<file path="config.mk">
export PLATFORM = sky130hd
export DESIGN_NAME = abss_top
export DESIGN_NICKNAME = d
export VERILOG_FILES = /design/src/hw/abss_pkg.sv /design/src/hw/abss_top.sv
export SDC_FILE = /design/constraint.sdc
export NUM_CORES = 1
export LEC_CHECK = 0
export ABC_AREA = 1
export BUFFER_PORTS_ARGS = -buffer_cell sky130_fd_sc_hd__buf_2
export CAP_MARGIN = 10
export CORE_MARGIN = 2
export CORE_UTILIZATION = 55
export CTS_CLUSTER_DIAMETER = 40
export CTS_CLUSTER_SIZE = 28
export DETAILED_ROUTE_END_ITERATION = 12
export PLACE_DENSITY_LB_ADDON = 0.1
export REMOVE_ABC_BUFFERS = 1
export SLEW_MARGIN = 10
export SYNTH_ARGS = -nofsm -noshare
export SYNTH_HDL_FRONTEND = slang
export SYNTH_SLANG_ARGS = --single-unit
</file>
<file path="constraint.sdc">
create_clock -name sys_clk -period 3.5 [get_ports sys_clk]
set_clock_uncertainty 0.05 [all_clocks]
set_input_delay 0.7 -clock sys_clk [delete_from_list [all_inputs] [get_ports sys_clk]]
set_output_delay 0.7 -clock sys_clk [all_outputs]
set_load 0.03 [all_outputs]
</file>
<file path="src/hw/abss_pkg.sv">
// Supervisor constants
package abss_pkg;
    // ====
    // Register byte offsets
    localparam logic [7:0] QS_MODE_OFS    = 8'h00;
    localparam logic [7:0] ABN_LIMIT_OFS  = 8'h04;
    localparam logic [7:0] SCURVE_OFS     = 8'h08;
    localparam logic [7:0] SS_TRIG_OFS    = 8'h0C;
    localparam logic [7:0] SS_MODE_OFS    = 8'h10;
    localparam logic [7:0] SS_LOW_OFS     = 8'h14;
    localparam logic [7:0] IRQ_STAT_OFS   = 8'h18;
    localparam logic [7:0] IRQ_MASK_OFS   = 8'h1C;
    localparam logic [7:0] STATE_OFS      = 8'h20;
    // ====
    // Reset values
    localparam logic [4:0]  QS_MODE_RST   = 5'h00;
    localparam logic [15:0] ABN_LIMIT_RST = 16'h2710;
    localparam logic [15:0] SCURVE_RST    = 16'h0000;
    localparam logic [4:0]  SS_TRIG_RST   = 5'h00;
    localparam logic [7:0]  SS_MODE_RST   = 8'h00;
    localparam logic [15:0] SS_LOW_RST    = 16'h0000;
    localparam logic [2:0]  IRQ_MASK_RST  = 3'h0;
    // ====
    // Field positions
    localparam int QS_HOLD_BIT    = 2;
    localparam int QS_CLR_BIT     = 3;
    localparam int TRIG_NCR_BIT   = 0;
    localparam int TRIG_PON_BIT   = 1;
    localparam int TRIG_RST_BIT   = 2;
    localparam int TRIG_AUTO_BIT  = 3;
    localparam int TRIG_LS_BIT    = 4;
    localparam int FRED_LSB       = 0;
    localparam int VRISE_LSB      = 3;
    localparam int LOAD_BIT       = 5;
    localparam int START_LSB      = 6;
    localparam int IRQ_QS_BIT     = 0;
    localparam int IRQ_FAULT_BIT  = 1;
    localparam int IRQ_SS_BIT     = 2;
    // ====
    // Limits, codes and timing
    localparam logic [15:0] ABN_LIMIT_MAX = 16'h2710;
    localparam logic [15:0] ABN_LIMIT_MIN = 16'h0001;
    localparam logic [15:0] SCURVE_MAX    = 16'h01F4;
    localparam logic signed [15:0] SS_LOW_MAX = 16'sh00C8;
    localparam logic [7:0]  QS_STATUS_CODE = 8'h4F;
    localparam logic [7:0]  LOAD_LO_PCT   = 8'h50;
    localparam logic [7:0]  LOAD_HI_PCT   = 8'h82;
    localparam int TICK_TIME_US    = 10000;
    localparam int CLK_PERIOD_NS   = 100;
    localparam int TICK_CYCLES     =
        (TICK_TIME_US * 1000) / CLK_PERIOD_NS;
    typedef enum logic [1:0] { SRC_SETPOINT, SRC_MEAS_SET,
                               SRC_LAST, SRC_MEAS_LAST } abss_src_t;
endpackage

</file>
<file path="src/hw/abss_top.sv">
// Abnormal-stop watchdog, quick stop and speed search
//
// Added by the designer: the APB interface to the registers and the address map.
`timescale 1ns/1ns
// Summary of operation
// - An abnormal stop lasting past the time limit without reset or restart turns modulation off and enters the fault state.
// - A programmable S-curve time of zero to five seconds is applied to the quick-stop ramp.
// - Either control word starts a quick stop, which then reports status code 79.
// - Mode bit 2 picks modulation off (0) or holding torque (4) at zero speed after a control-word quick stop.
// - Mode bit 3 keeps the quick-stop status until the function is left (0) or drops it at standstill (8).
// - Without speed search the running motor is first brought to rest before heading for the setpoint.
// - With speed search the present speed is found and the drive ramps from it to the setpoint.
// - The trigger field enables a search after leaving no-release, reset, auto restart or modulation-off standstill, not at power-on, when it is still 0.
// - Over the load limit during a search the frequency falls at 50 to 560 Hz/s chosen by bits 0 to 2.
// - Over the load limit during a search the voltage rises at 0.025 to 0.48 %/ms chosen by bits 3 to 4.
// - Bit 5 sets the load limit to 80 or 130 percent.
// - Bits 6 to 7 choose setpoint, last output, or measured speed with fallback when speed is only calculated.
// - In sensorless vector mode a found speed below the low limit is replaced by zero.
module abss_top
    import abss_pkg::*;
#(
    parameter int TICK_LEN = abss_pkg::TICK_CYCLES
)(
    input  wire logic               sys_clk,
    input  wire logic               sys_rst,
    input  wire logic               psel,
    input  wire logic               penable,
    input  wire logic               pwrite,
    input  wire logic [7:0]         paddr,
    input  wire logic [31:0]        pwdata,
    output logic                    pready,
    output logic [31:0]             prdata,
    output logic                    pslverr,
    output logic                    irq,
    input  wire logic               control_word_a,
    input  wire logic               control_word_b,
    input  wire logic               abn_stop_active,
    input  wire logic               fault_reset,
    input  wire logic               auto_restart,
    input  wire logic               at_standstill,
    input  wire logic               no_control_release_state,
    input  wire logic               modulation_off_standstill,
    input  wire logic               speed_source_select,
    input  wire logic               sensorless_vector_mode,
    input  wire logic               search_done,
    input  wire logic signed [15:0] speed_setpoint,
    input  wire logic signed [15:0] last_output_freq,
    input  wire logic signed [15:0] measured_speed,
    input  wire logic signed [15:0] found_speed,
    input  wire logic [7:0]         load_pct,
    output logic                    modulation_on,
    output logic                    holding_torque,
    output logic                    abnormal_stop_state,
    output logic                    fault_state,
    output logic [7:0]              status_code,
    output logic [15:0]             scurve_time,
    output logic                    brake_first,
    output logic                    search_active,
    output logic signed [15:0]      search_start,
    output logic signed [15:0]      search_result,
    output logic                    over_load,
    output logic [9:0]              freq_reduce_rate,
    output logic [8:0]              volt_rise_rate,
    output logic [7:0]              load_limit
);
    import abss_pkg::*;

    typedef enum logic [1:0] { QS_IDLE, QS_RAMP, QS_REST } abss_qs_t;
    typedef enum logic [1:0] { SS_IDLE, SS_BRAKE, SS_SEARCH } abss_ss_t;

    logic [4:0]         qs_mode_reg;
    logic [15:0]        abn_limit_reg;
    logic [15:0]        scurve_reg;
    logic [4:0]         ss_trig_reg;
    logic [7:0]         ss_mode_reg;
    logic signed [15:0] ss_low_reg;
    logic [2:0]         irq_stat_reg;
    logic [2:0]         irq_mask_reg;
    logic [2:0]         irq_stat_next;
    abss_qs_t           qs_reg;
    abss_ss_t           ss_reg;
    logic [31:0]        tick_cnt_reg;
    logic [15:0]        abn_cnt_reg;
    logic               abn_prev_reg;
    logic               qs_req_prev_reg;
    logic               ncr_prev_reg;
    logic               ls_prev_reg;
    logic               pon_reg;
    logic               tick;
    logic               qs_req;
    logic               start_evt;
    logic               trig_hit;
    logic [2:0]         events;
    logic               wr_acc;
    logic               rd_acc;
    logic               setup;
    logic               mapped;
    logic [31:0]        rd_data;
    logic [15:0]        wval;

    // ====
    // APB slave, no wait states
    assign setup  = psel && !penable && !pready;
    assign wr_acc = psel && penable && pready && pwrite && !pslverr;
    assign rd_acc = psel && penable && pready && !pwrite && !pslverr;
    assign wval   = pwdata[15:0];

    always_comb
    begin
        mapped  = 1'b1;
        rd_data = 32'h0000_0000;
        unique case (paddr)
            QS_MODE_OFS:   rd_data[4:0]  = qs_mode_reg;
            ABN_LIMIT_OFS: rd_data[15:0] = abn_limit_reg;
            SCURVE_OFS:    rd_data[15:0] = scurve_reg;
            SS_TRIG_OFS:   rd_data[4:0]  = ss_trig_reg;
            SS_MODE_OFS:   rd_data[7:0]  = ss_mode_reg;
            SS_LOW_OFS:    rd_data[15:0] = ss_low_reg;
            IRQ_STAT_OFS:  rd_data[2:0]  = irq_stat_reg;
            IRQ_MASK_OFS:  rd_data[2:0]  = irq_mask_reg;
            STATE_OFS:     rd_data[15:0] = {abn_cnt_reg[11:0],
                               fault_state, abnormal_stop_state,
                               search_active, modulation_on};
            default:       mapped = 1'b0;
        endcase
    end

    always_ff @(posedge sys_clk)
    begin
        if (sys_rst)
        begin
            pready  <= 1'b0;
            pslverr <= 1'b0;
            prdata  <= 32'h0000_0000;
        end
        else
        begin
            pready  <= setup;
            pslverr <= setup && !mapped;
            if (setup)
                prdata <= pwrite ? 32'h0000_0000 : rd_data;
        end
    end

    // ====
    // Configuration registers
    always_ff @(posedge sys_clk)
    begin
        if (sys_rst)
        begin
            qs_mode_reg   <= QS_MODE_RST;
            abn_limit_reg <= ABN_LIMIT_RST;
            scurve_reg    <= SCURVE_RST;
            ss_trig_reg   <= SS_TRIG_RST;
            ss_mode_reg   <= SS_MODE_RST;
            ss_low_reg    <= SS_LOW_RST;
            irq_mask_reg  <= IRQ_MASK_RST;
        end
        else if (wr_acc)
        begin
            unique case (paddr)
                QS_MODE_OFS:   qs_mode_reg <= pwdata[4:0];
                ABN_LIMIT_OFS: abn_limit_reg <=
                    (wval > ABN_LIMIT_MAX) ? ABN_LIMIT_MAX :
                    (wval < ABN_LIMIT_MIN) ? ABN_LIMIT_MIN : wval;
                SCURVE_OFS:    scurve_reg <=
                    (wval > SCURVE_MAX) ? SCURVE_MAX : wval;
                SS_TRIG_OFS:   ss_trig_reg <= pwdata[4:0];
                SS_MODE_OFS:   ss_mode_reg <= pwdata[7:0];
                SS_LOW_OFS:    ss_low_reg <=
                    ($signed(wval) > SS_LOW_MAX) ? SS_LOW_MAX :
                    ($signed(wval) < -SS_LOW_MAX) ? -SS_LOW_MAX :
                    $signed(wval);
                IRQ_MASK_OFS:  irq_mask_reg <= pwdata[2:0];
                default:       ;
            endcase
        end
    end

    // ====
    // Interrupt status
    assign events[IRQ_QS_BIT]    = start_evt;
    assign events[IRQ_FAULT_BIT] = tick && abnormal_stop_state &&
                                   abn_cnt_reg + 16'h0001 >= abn_limit_reg;
    assign events[IRQ_SS_BIT]    = (ss_reg == SS_SEARCH) && search_done;

    always_comb
    begin
        irq_stat_next = irq_stat_reg;
        if (rd_acc && paddr == IRQ_STAT_OFS)
            irq_stat_next = 3'h0;
        irq_stat_next = irq_stat_next | events;
    end

    always_ff @(posedge sys_clk)
    begin
        if (sys_rst)
        begin
            irq_stat_reg <= 3'h0;
            irq          <= 1'b0;
        end
        else
        begin
            irq_stat_reg <= irq_stat_next;
            irq          <= |(irq_stat_next & irq_mask_reg);
        end
    end

    // ====
    // 10 ms tick
    assign tick = (tick_cnt_reg == 32'(TICK_LEN - 1));

    always_ff @(posedge sys_clk)
    begin
        if (sys_rst || (abn_stop_active && !abn_prev_reg) || tick)
            tick_cnt_reg <= 32'h0000_0000;
        else
            tick_cnt_reg <= tick_cnt_reg + 32'h0000_0001;
    end

    // ====
    // Abnormal-stop watchdog
    always_ff @(posedge sys_clk)
    begin
        if (sys_rst)
        begin
            abn_prev_reg        <= 1'b0;
            abn_cnt_reg         <= 16'h0000;
            abnormal_stop_state <= 1'b0;
            fault_state         <= 1'b0;
        end
        else
        begin
            abn_prev_reg <= abn_stop_active;
            if (fault_reset || auto_restart)
            begin
                abn_cnt_reg         <= 16'h0000;
                abnormal_stop_state <= 1'b0;
                fault_state         <= 1'b0;
            end
            else if (abn_stop_active && !abn_prev_reg)
            begin
                abn_cnt_reg         <= 16'h0000;
                abnormal_stop_state <= !fault_state;
            end
            else if (events[IRQ_FAULT_BIT])
            begin
                abnormal_stop_state <= 1'b0;
                fault_state         <= 1'b1;
            end
            else if (abnormal_stop_state && tick)
                abn_cnt_reg <= abn_cnt_reg + 16'h0001;
        end
    end

    // ====
    // Quick stop via control word
    assign qs_req    = control_word_a || control_word_b;
    assign start_evt = qs_req && !qs_req_prev_reg && !fault_state;

    always_ff @(posedge sys_clk)
    begin
        if (sys_rst)
        begin
            qs_req_prev_reg <= 1'b0;
            qs_reg          <= QS_IDLE;
        end
        else
        begin
            qs_req_prev_reg <= qs_req;
            unique case (qs_reg)
                QS_IDLE:
                    if (start_evt)
                        qs_reg <= QS_RAMP;
                QS_RAMP:
                    if (!qs_req)
                        qs_reg <= QS_IDLE;
                    else if (at_standstill)
                        qs_reg <= QS_REST;
                QS_REST:
                    if (!qs_req)
                        qs_reg <= QS_IDLE;
            endcase
        end
    end

    always_ff @(posedge sys_clk)
    begin
        if (sys_rst)
        begin
            modulation_on  <= 1'b0;
            holding_torque <= 1'b0;
            status_code    <= 8'h00;
            scurve_time    <= SCURVE_RST;
        end
        else
        begin
            scurve_time   <= (qs_reg == QS_RAMP) ? scurve_reg
                                                  : SCURVE_RST;
            modulation_on <= !fault_state && !(qs_reg == QS_REST &&
                             !qs_mode_reg[QS_HOLD_BIT]);
            holding_torque <= qs_reg == QS_REST &&
                              qs_mode_reg[QS_HOLD_BIT];
            status_code <= (qs_reg == QS_RAMP ||
                            (qs_reg == QS_REST &&
                             !qs_mode_reg[QS_CLR_BIT]))
                           ? QS_STATUS_CODE : 8'h00;
        end
    end

    // ====
    // Speed search
    always_comb
    begin
        trig_hit = 1'b0;
        if (ss_trig_reg[TRIG_NCR_BIT] && ncr_prev_reg &&
            !no_control_release_state)
            trig_hit = 1'b1;
        if (ss_trig_reg[TRIG_PON_BIT] && pon_reg)
            trig_hit = 1'b1;
        if (ss_trig_reg[TRIG_RST_BIT] && fault_reset)
            trig_hit = 1'b1;
        if (ss_trig_reg[TRIG_AUTO_BIT] && auto_restart)
            trig_hit = 1'b1;
        if (ss_trig_reg[TRIG_LS_BIT] && ls_prev_reg &&
            !modulation_off_standstill)
            trig_hit = 1'b1;
    end

    always_ff @(posedge sys_clk)
    begin
        if (sys_rst)
        begin
            pon_reg       <= 1'b1;
            ncr_prev_reg  <= 1'b0;
            ls_prev_reg   <= 1'b0;
            ss_reg        <= SS_IDLE;
            brake_first   <= 1'b0;
            search_active <= 1'b0;
            search_start  <= 16'sh0000;
            search_result <= 16'sh0000;
        end
        else
        begin
            pon_reg      <= 1'b0;
            ncr_prev_reg <= no_control_release_state;
            ls_prev_reg  <= modulation_off_standstill;
            unique case (ss_reg)
                SS_IDLE:
                    if (ncr_prev_reg && !no_control_release_state &&
                        !trig_hit && !at_standstill)
                    begin
                        ss_reg      <= SS_BRAKE;
                        brake_first <= 1'b1;
                    end
                    else if (trig_hit)
                    begin
                        ss_reg        <= SS_SEARCH;
                        search_active <= 1'b1;
                        unique case (abss_src_t'(ss_mode_reg[START_LSB +: 2]))
                            SRC_SETPOINT:  search_start <= speed_setpoint;
                            SRC_LAST:      search_start <= last_output_freq;
                            SRC_MEAS_SET:  search_start <=
                                speed_source_select ? speed_setpoint
                                                    : measured_speed;
                            SRC_MEAS_LAST: search_start <=
                                speed_source_select ? last_output_freq
                                                    : measured_speed;
                        endcase
                    end
                SS_BRAKE:
                    if (at_standstill)
                    begin
                        ss_reg      <= SS_IDLE;
                        brake_first <= 1'b0;
                    end
                SS_SEARCH:
                    if (search_done)
                    begin
                        ss_reg        <= SS_IDLE;
                        search_active <= 1'b0;
                        search_result <= (sensorless_vector_mode &&
                                          found_speed < ss_low_reg)
                                         ? 16'sh0000 : found_speed;
                    end
                default:
                    ss_reg <= SS_IDLE;
            endcase
        end
    end

    // ====
    // Load limit and rates
    always_ff @(posedge sys_clk)
    begin
        if (sys_rst)
        begin
            load_limit       <= LOAD_LO_PCT;
            over_load        <= 1'b0;
            freq_reduce_rate <= 10'h000;
            volt_rise_rate   <= 9'h000;
        end
        else
        begin
            load_limit <= ss_mode_reg[LOAD_BIT] ? LOAD_HI_PCT
                                                : LOAD_LO_PCT;
            over_load  <= search_active && load_pct > load_limit;
            unique case (ss_mode_reg[FRED_LSB +: 3])
                3'h0: freq_reduce_rate <= 10'h032;
                3'h1: freq_reduce_rate <= 10'h046;
                3'h2: freq_reduce_rate <= 10'h064;
                3'h3: freq_reduce_rate <= 10'h096;
                3'h4: freq_reduce_rate <= 10'h0C8;
                3'h5: freq_reduce_rate <= 10'h118;
                3'h6: freq_reduce_rate <= 10'h190;
                3'h7: freq_reduce_rate <= 10'h230;
            endcase
            unique case (ss_mode_reg[VRISE_LSB +: 2])
                2'h0: volt_rise_rate <= 9'h019;
                2'h1: volt_rise_rate <= 9'h078;
                2'h2: volt_rise_rate <= 9'h0F0;
                2'h3: volt_rise_rate <= 9'h1E0;
            endcase
        end
    end
endmodule

</file>
==> results of run 1 <==
-- routing by layer --
metal / vias to the layer above / part of all wire
met1: 4760 / 0.40
li1: 5342 / -
met5: - / 0
met2: 437 / 0.48
met3: 72 / 0.086
met4: 0 / 0.035
-- synth_stat cells (7+ instances only) --
library cell,number
nand2_1,230
dfxtp_1,221
inv_1,202
nor2_1,160
a21oi_1,146
o21ai_0,118
nand3_1,76
nor3_1,58
ha_1,45
buf_4,34
clkbuf_1,32
o22ai_1,30
nand4_1,16
mux2i_1,14
xor2_1,14
a31oi_1,9
buf_2,9
a21oi_2,8
nor2_2,8
nor3b_1,8
nor2_4,7
-- worst max path at each step --
stage | from | to | slack, ns | cells after the start
after floorplan | abn_cnt_reg[7] | abn_cnt_reg[12] | 0.62 | 19
after global placement | abn_cnt_reg[0] | abn_cnt_reg[13] | 0.36 | 17
after detailed placement | abn_cnt_reg[2] | abn_cnt_reg[13] | 0.24 | 16
after CTS | abn_cnt_reg[2] | abn_cnt_reg[13] | 0.18 | 16
after global routing | abn_cnt_reg[2] | abn_cnt_reg[13] | 0.06 | 16
final | abn_cnt_reg[2] | abn_cnt_reg[13] | 0.34 | 16
-- cell usage in the layout (no fill, tap or decap), types with 5 or more instances in the layout --
cell,instances
a21oi_2,8
nand3_1,74
nor2_4,7
o21ai_0,118
nor3b_1,8
buf_4,16
nor2_1,158
inv_1,202
nand2_1,230
nand4_1,16
nor2_2,10
bufinv_16,5
xor2_1,14
ha_1,45
nor4_1,6
inv_2,6
conb_1,26
nor3_1,58
a31oi_1,9
dfxtp_1,221
a21oi_1,146
mux2i_1,14
buf_2,210
o22ai_1,30
clkbuf_16,37
-- cell type report --
class | count | area share
clock buffer | 40 | 0.0706
inverter | 212 | 0.0593
tap | 265 | 0.0247
clock inverter | 22 | 0.0253
timing repair buffer | 226 | 0.0873
multi-input combinational | 1023 | 0.403
sequential | 221 | 0.330
-- cells by family after synthesis --
kind of cell               count (synthesis)
other                                      1
DFF                                      221
muxes                                     14
buffers and inverters                    294
AOI/OAI and AO/OA                        336
and+or+nand+nor                          585
xor gates and xnor gates                  17
adders and majority gates                 45
-- worst max-delay path, stage by stage (launching register included) --
cell and delay [ns]:
dfxtp_1 0.41, nand3_1 0.16, nor3_2 0.22, nand3_2 0.21
nor2_1 0.18, xor2_1 0.20, inv_1 0.07, ha_1 0.30
a21oi_1 0.16, o21ai_0 0.10, a21oi_1 0.22, nand3_2 0.21
nor2_4 0.16, buf_4 0.19, nand2_1 0.07, nand2_1 0.07
a21oi_2 0.03
-- power groups by stage --
| stage | clock network, uW | registers (uW) | logic [uW] |
|---|---|---|---|
| after floorplan | 0 | 2630 | 176 |
| after global routing | 3880 | 2540 | 424 |
| after detailed placement | 0 | 2600 | 381 |
| after global placement | 0 | 2600 | 375 |
| after CTS | 3770 | 2540 | 383 |
| final | 3720 | 2540 | 386 |
-- stage by stage --
stage                     power [uW]  setup WS, ns  cell area [um2]  hold slack (ns)   util
after floorplan                 2800         0.618            10600            0.368      -
after global placement          2970         0.364            12100            0.378  0.620
after detailed placement        2980         0.238            12100            0.393  0.620
after CTS                       6690         0.177            13400            0.347  0.686
after global routing            6850        0.0605            13400            0.368  0.687
final                           6650         0.344            13400            0.349  0.687
-- what timing repair did --
item / 4_1_cts / 5_1_grt
setup endpoints to repair: 0 / 18
buffers inserted: 0 / 0
resized for setup: 0 / 2
hold buffers: 0 / 0
==> impl_metrics.py, run 1 <==
metrics = {
    "hold_path": {
        "hold-path-cell-count": 3,
        "min_from": "modulation_off_standstill",
        "hold_end": "ls_prev_reg",
        "hp-class": "input pin to register",
    },
    "die": {
        "core-area_um2": 19500,
        "rows": 51,
        "io_pins": 253,
        "die_y_um": 145,
        "initial_utilization": 0.563,
        "die_area_um2": 21100,
        "die-width_um": 145,
    },
    "cts": {
        "cts_max_path_buffers": 3,
        "clock_latency_ns": 0.51,
        "cts.htree.levels": 2,
        "cts_sinks": 221,
        "cts_tree": "built",
        "clk_pin_slew_ns": 0.07,
        "cts_buffers": 34,
        "root_buffer": "clkbuf_16",
    },
    "detailed_routing": {
        "dr.first_iter.drc_count": 746,
        "drc": 0,
        "wire_per_inst_um": 15.2,
        "drtAntennaViolNets": 0,
        "firstDrtPassIters": 5,
        "viasPerCell": 5.28,
        "wirelength_um": 30600,
        "vias": 10600,
    },
    "power": {
        "power_leakage_uw": 0.00587,
        "p_seq_frac": 0.382,
        "p_int_uw": 5030,
        "powerDensity_nw_per_um2": 496,
        "pwr-share-comb": 0.058,
        "p_sw_uw": 1620,
        "power_frac_clock": 0.559,
        "swShare": 0.243,
        "ir_drop_uv": 370,
    },
    "global_routing": {
        "grt_max_degree": 63,
        "grt_pass1_vias": 9712,
        "use_met1": 0.339,
        "grt-ovfl-total": 0,
        "antenna_found_initial": 0,
        "grt_first_pass_wirelength_um": 48300,
        "grt_busiest_layer": "met2",
        "use_met3": 0.0633,
        "grtUsageTotal": 0.278,
        "grtUsageMet2": 0.481,
    },
    "final_layout": {
        "areaGrowthSynthToFinish_pct": 22.1,
        "antenna_cells": 0,
        "nNetsFinal": 1891,
        "seqCellArea_um2": 4420,
        "largest_reg_flops": 32,
        "multi_input_area_um2": 5410,
        "drive_gt1_frac": 0.193,
        "stdcell_count": 2009,
        "fill_cells": 1679,
    },
    "placed_design": {
        "gp_congestion": 0.934,
        "place_inst": 1947,
        "dpl.hpwl_um": 22600,
        "numPortBuffers": 210,
    },
    "setup_path": {
        "worst-r2r-cell-count": 16,
        "r2r_slack_ns": 0.34,
        "arrival_ns": 3.49,
        "cp-end-kind": "register",
        "cp_max_fo": 10,
        "r2r_end": "abn_cnt_reg[13]",
        "crit_required_ns": 3.84,
        "critPathLaunchType": "register",
        "critPathKind": "register to register",
        "rr_startpoint": "abn_cnt_reg[2]",
    },
    "sta": {
        "min_period_ns": 3.16,
        "rsz0062_at_grt": "false",
        "final.period_utilization": 0.902,
        "relSlewSlack": 0.413,
        "hold_violations": 0,
        "setup_tns_ns": 0,
        "setup_viol": 0,
        "worstMarginPinSlew_ns": 0.878,
        "slew_viol_final": 0,
        "fmax_mhz": 317,
    },
    "synthesis": {
        "synth-edff-count": 0,
        "synth_top_area_cell": "dfxtp_1",
        "async_reset_ff_frac": 0,
        "synth-compound-area-share": 0.168,
        "ys_types": 51,
        "synthFlopType": "dfxtp_1",
        "synth_top_area_frac": 0.403,
        "synth.avg_cell_area_um2": 7.26,
        "synth_area_leaders": "dfxtp_1 (40%), nand2_1 (7.9%), inv_1 (6.9%), a21oi_1 (6.7%), nor2_1 (5.5%)",
        "synth-adder-area-share": 0.0513,
        "syn_area_um2": 11000,
        "synth_seq_cells": 221,
        "ys_seq_area_frac": 0.403,
        "synth.area.mux_share": 0.0128,
        "synthSimpleGateAreaFrac": 0.237,
        "synth_top_family_by_area": "simple AND/OR/NAND/NOR gates",
        "yosys_warnings": 0,
        "synth_xor_area_frac": 0.0136,
        "synthCells": 1513,
    },
    "flow_run": {
        "maxCapViolations": 0,
    },
    "outcome": {
        "status": "finished, final reports clean",
    },
}
(Power assumes the default switching activity.)
==> run 2, diff against run 1 <==
GPL_TIMING_DRIVEN = 0   (was unset)
==> impl_metrics.py, run 2 (synthesis results as in run 1) <==
metrics = {
    "outcome": {
        "status": "finished, final reports clean",
    },
    "die": {
        "die-width_um": 145,
        "rows": 51,
        "die_y_um": 145,
        "initial_utilization": 0.563,
        "die_area_um2": 21100,
        "io_pins": 253,
        "core-area_um2": 19500,
    },
    "global_routing": {
        "grtUsageTotal": 0.278,
        "antenna_found_initial": 0,
        "grt_max_degree": 65,
        "grt-ovfl-total": 0,
        "grt_first_pass_wirelength_um": 48500,
        "grt_pass1_vias": 9898,
    },
    "setup_path": {
        "path_cells": "inv_1, nor2_1, nand2_1, inv_1, nand4_1, or2_2, nor2_1, nand2_1, nand2_1, inv_1, ha_1, a21oi_1, o21ai_0, a21oi_1, nand3_2, nor2_4, buf_4, nand2_1, nand2_1, a21oi_2",
        "critPathKind": "register to register",
        "cp_slowest_cell": "or2_2",
        "rr_startpoint": "abn_cnt_reg[9]",
        "critPathLaunchType": "register",
        "arrival_ns": 3.53,
        "r2r_slack_ns": 0.30,
        "r2r_end": "abn_cnt_reg[8]",
        "cp-end-kind": "register",
        "crit_path_frequent_cell": "nand2_1",
        "crit_required_ns": 3.83,
        "worst-r2r-cell-count": 20,
        "cp_max_fo": 13,
        "critical-path-max-stage-delay_ns": 0.32,
    },
    "final_layout": {
        "drive_gt1_frac": 0.189,
        "final_cell_mix": "nand2_1 (229), dfxtp_1 (221), buf_2 (209), inv_1 (202), nor2_1 (159)",
        "final_common_cell": "nand2_1",
        "largest_reg_flops": 32,
        "seqCellArea_um2": 4420,
        "stdcell_count": 1998,
        "nNetsFinal": 1880,
        "fill_cells": 1741,
        "finalCoreUtilization": 0.679,
        "multi_input_area_um2": 5420,
        "areaGrowthSynthToFinish_pct": 20.7,
    },
    "sta": {
        "slew_viol_final": 0,
        "relSlewSlack": 0.171,
        "setup_viol": 0,
        "min_period_ns": 3.20,
        "final.period_utilization": 0.913,
        "fmax_mhz": 313,
        "worstMarginPinSlew_ns": 1.24,
        "setup_tns_ns": 0,
        "rsz0062_at_grt": "false",
        "hold_violations": 0,
    },
    "cts": {
        "clk_pin_slew_ns": 0.06,
        "hold_buffers": 0,
        "cts.htree.levels": 2,
        "cts_tree": "built",
        "root_buffer": "clkbuf_16",
        "clock_latency_ns": 0.50,
        "cts_buffers": 34,
        "cts_sinks": 221,
        "cts_max_path_buffers": 3,
    },
    "power": {
        "powerDensity_nw_per_um2": 479,
        "power_leakage_uw": 0.00578,
        "ir_drop_uv": 252,
        "power_uw": 6350,
    },
    "detailed_routing": {
        "wirelength_um": 30400,
        "dr.first_iter.drc_count": 690,
        "wire_per_inst_um": 15.2,
        "vias": 10600,
        "firstDrtPassIters": 5,
        "drtAntennaViolNets": 0,
        "drc": 0,
        "viasPerCell": 5.31,
    },
    "flow_run": {
        "maxCapViolations": 0,
    },
    "hold_path": {
        "hold-path-cell-count": 3,
        "hold_end": "ncr_prev_reg",
        "min_from": "no_control_release_state",
        "hp-class": "input pin to register",
    },
    "placed_design": {
        "gp_congestion": 0.936,
        "dpl.hpwl_um": 22200,
        "place_inst": 1933,
        "numPortBuffers": 210,
    },
}
==> run 2: cell types whose count changed in the layout (fill, tap and decap cells not counted), moves of 3 or more <==
cell,delta
buf_4,-12
inv_8,+4
bufinv_16,-3
clkinv_8,-3
==> run 2: final cells by class <==
cell class	instances	area share
multi-input combinational	1023	0.409
sequential	221	0.334
timing repair buffer	215	0.0844
clock buffer	39	0.0695
inverter	212	0.0601
tap	265	0.0250
clock inverter	22	0.0185
antenna	1	0.000189
==> run 2: routing by layer <==
layer  part of all wire  wire length, um  global-route usage  up-vias
met1               0.41            12400               0.347     4789
li1                   -                -                   -     5320
met3              0.082             2500              0.0555       72
met2               0.48            14500               0.479      427
met5                  0                0                   0        -
met4              0.032              988              0.0995        0
==> run 2: through the flow <==
stage | instance area (um2) | setup WS, ns | hold slack, ns
global placement | 12000 | -2.63 | 0.382
CTS | 13200 | 0.0794 | 0.359
global route | 13300 | 0.0629 | 0.395
finish | 13300 | 0.304 | 0.372
detailed placement | 12000 | -0.372 | 0.395
floorplan | 10600 | 0.618 | 0.368
==> run 2: worst max path at each step <==
stage	from	endpoint	slack [ns]	cells past startpoint
final	abn_cnt_reg[9]	abn_cnt_reg[8]	0.30	20
after global routing	abn_cnt_reg[9]	abn_cnt_reg[7]	0.06	20
after CTS	sys_rst	tick_cnt_reg[23]	0.08	7
after detailed placement	sys_rst	tick_cnt_reg[31]	-0.37	7
after global placement	sys_rst	tick_cnt_reg[23]	-2.63	6
after floorplan	abn_cnt_reg[7]	abn_cnt_reg[12]	0.62	19
==> run 2: report_power, final <==
part / internal (uW) / switching, uW / total (uW)
clock network: 2100 / 1320 / 3420
logic: 116 / 267 / 383
registers: 2530 / 9.39 / 2540
==> run 2: repair_timing <==
item,CTS,global route
buffers inserted,2,0
endpoints found under the hold margin,0,0
pin swaps,1,0
gates resized for setup,0,4
setup endpoints to repair,12,15
==> run 2: worst max-delay path: cells and delay by family, from the launching register on <==
kind                       cells  cell delay (ns)
AOI/OAI and AO/OA              4             0.49
adders and majority gates      1             0.29
DFF                            1             0.31
buffers and inverters          4             0.46
and+or+nand+nor               11             1.46
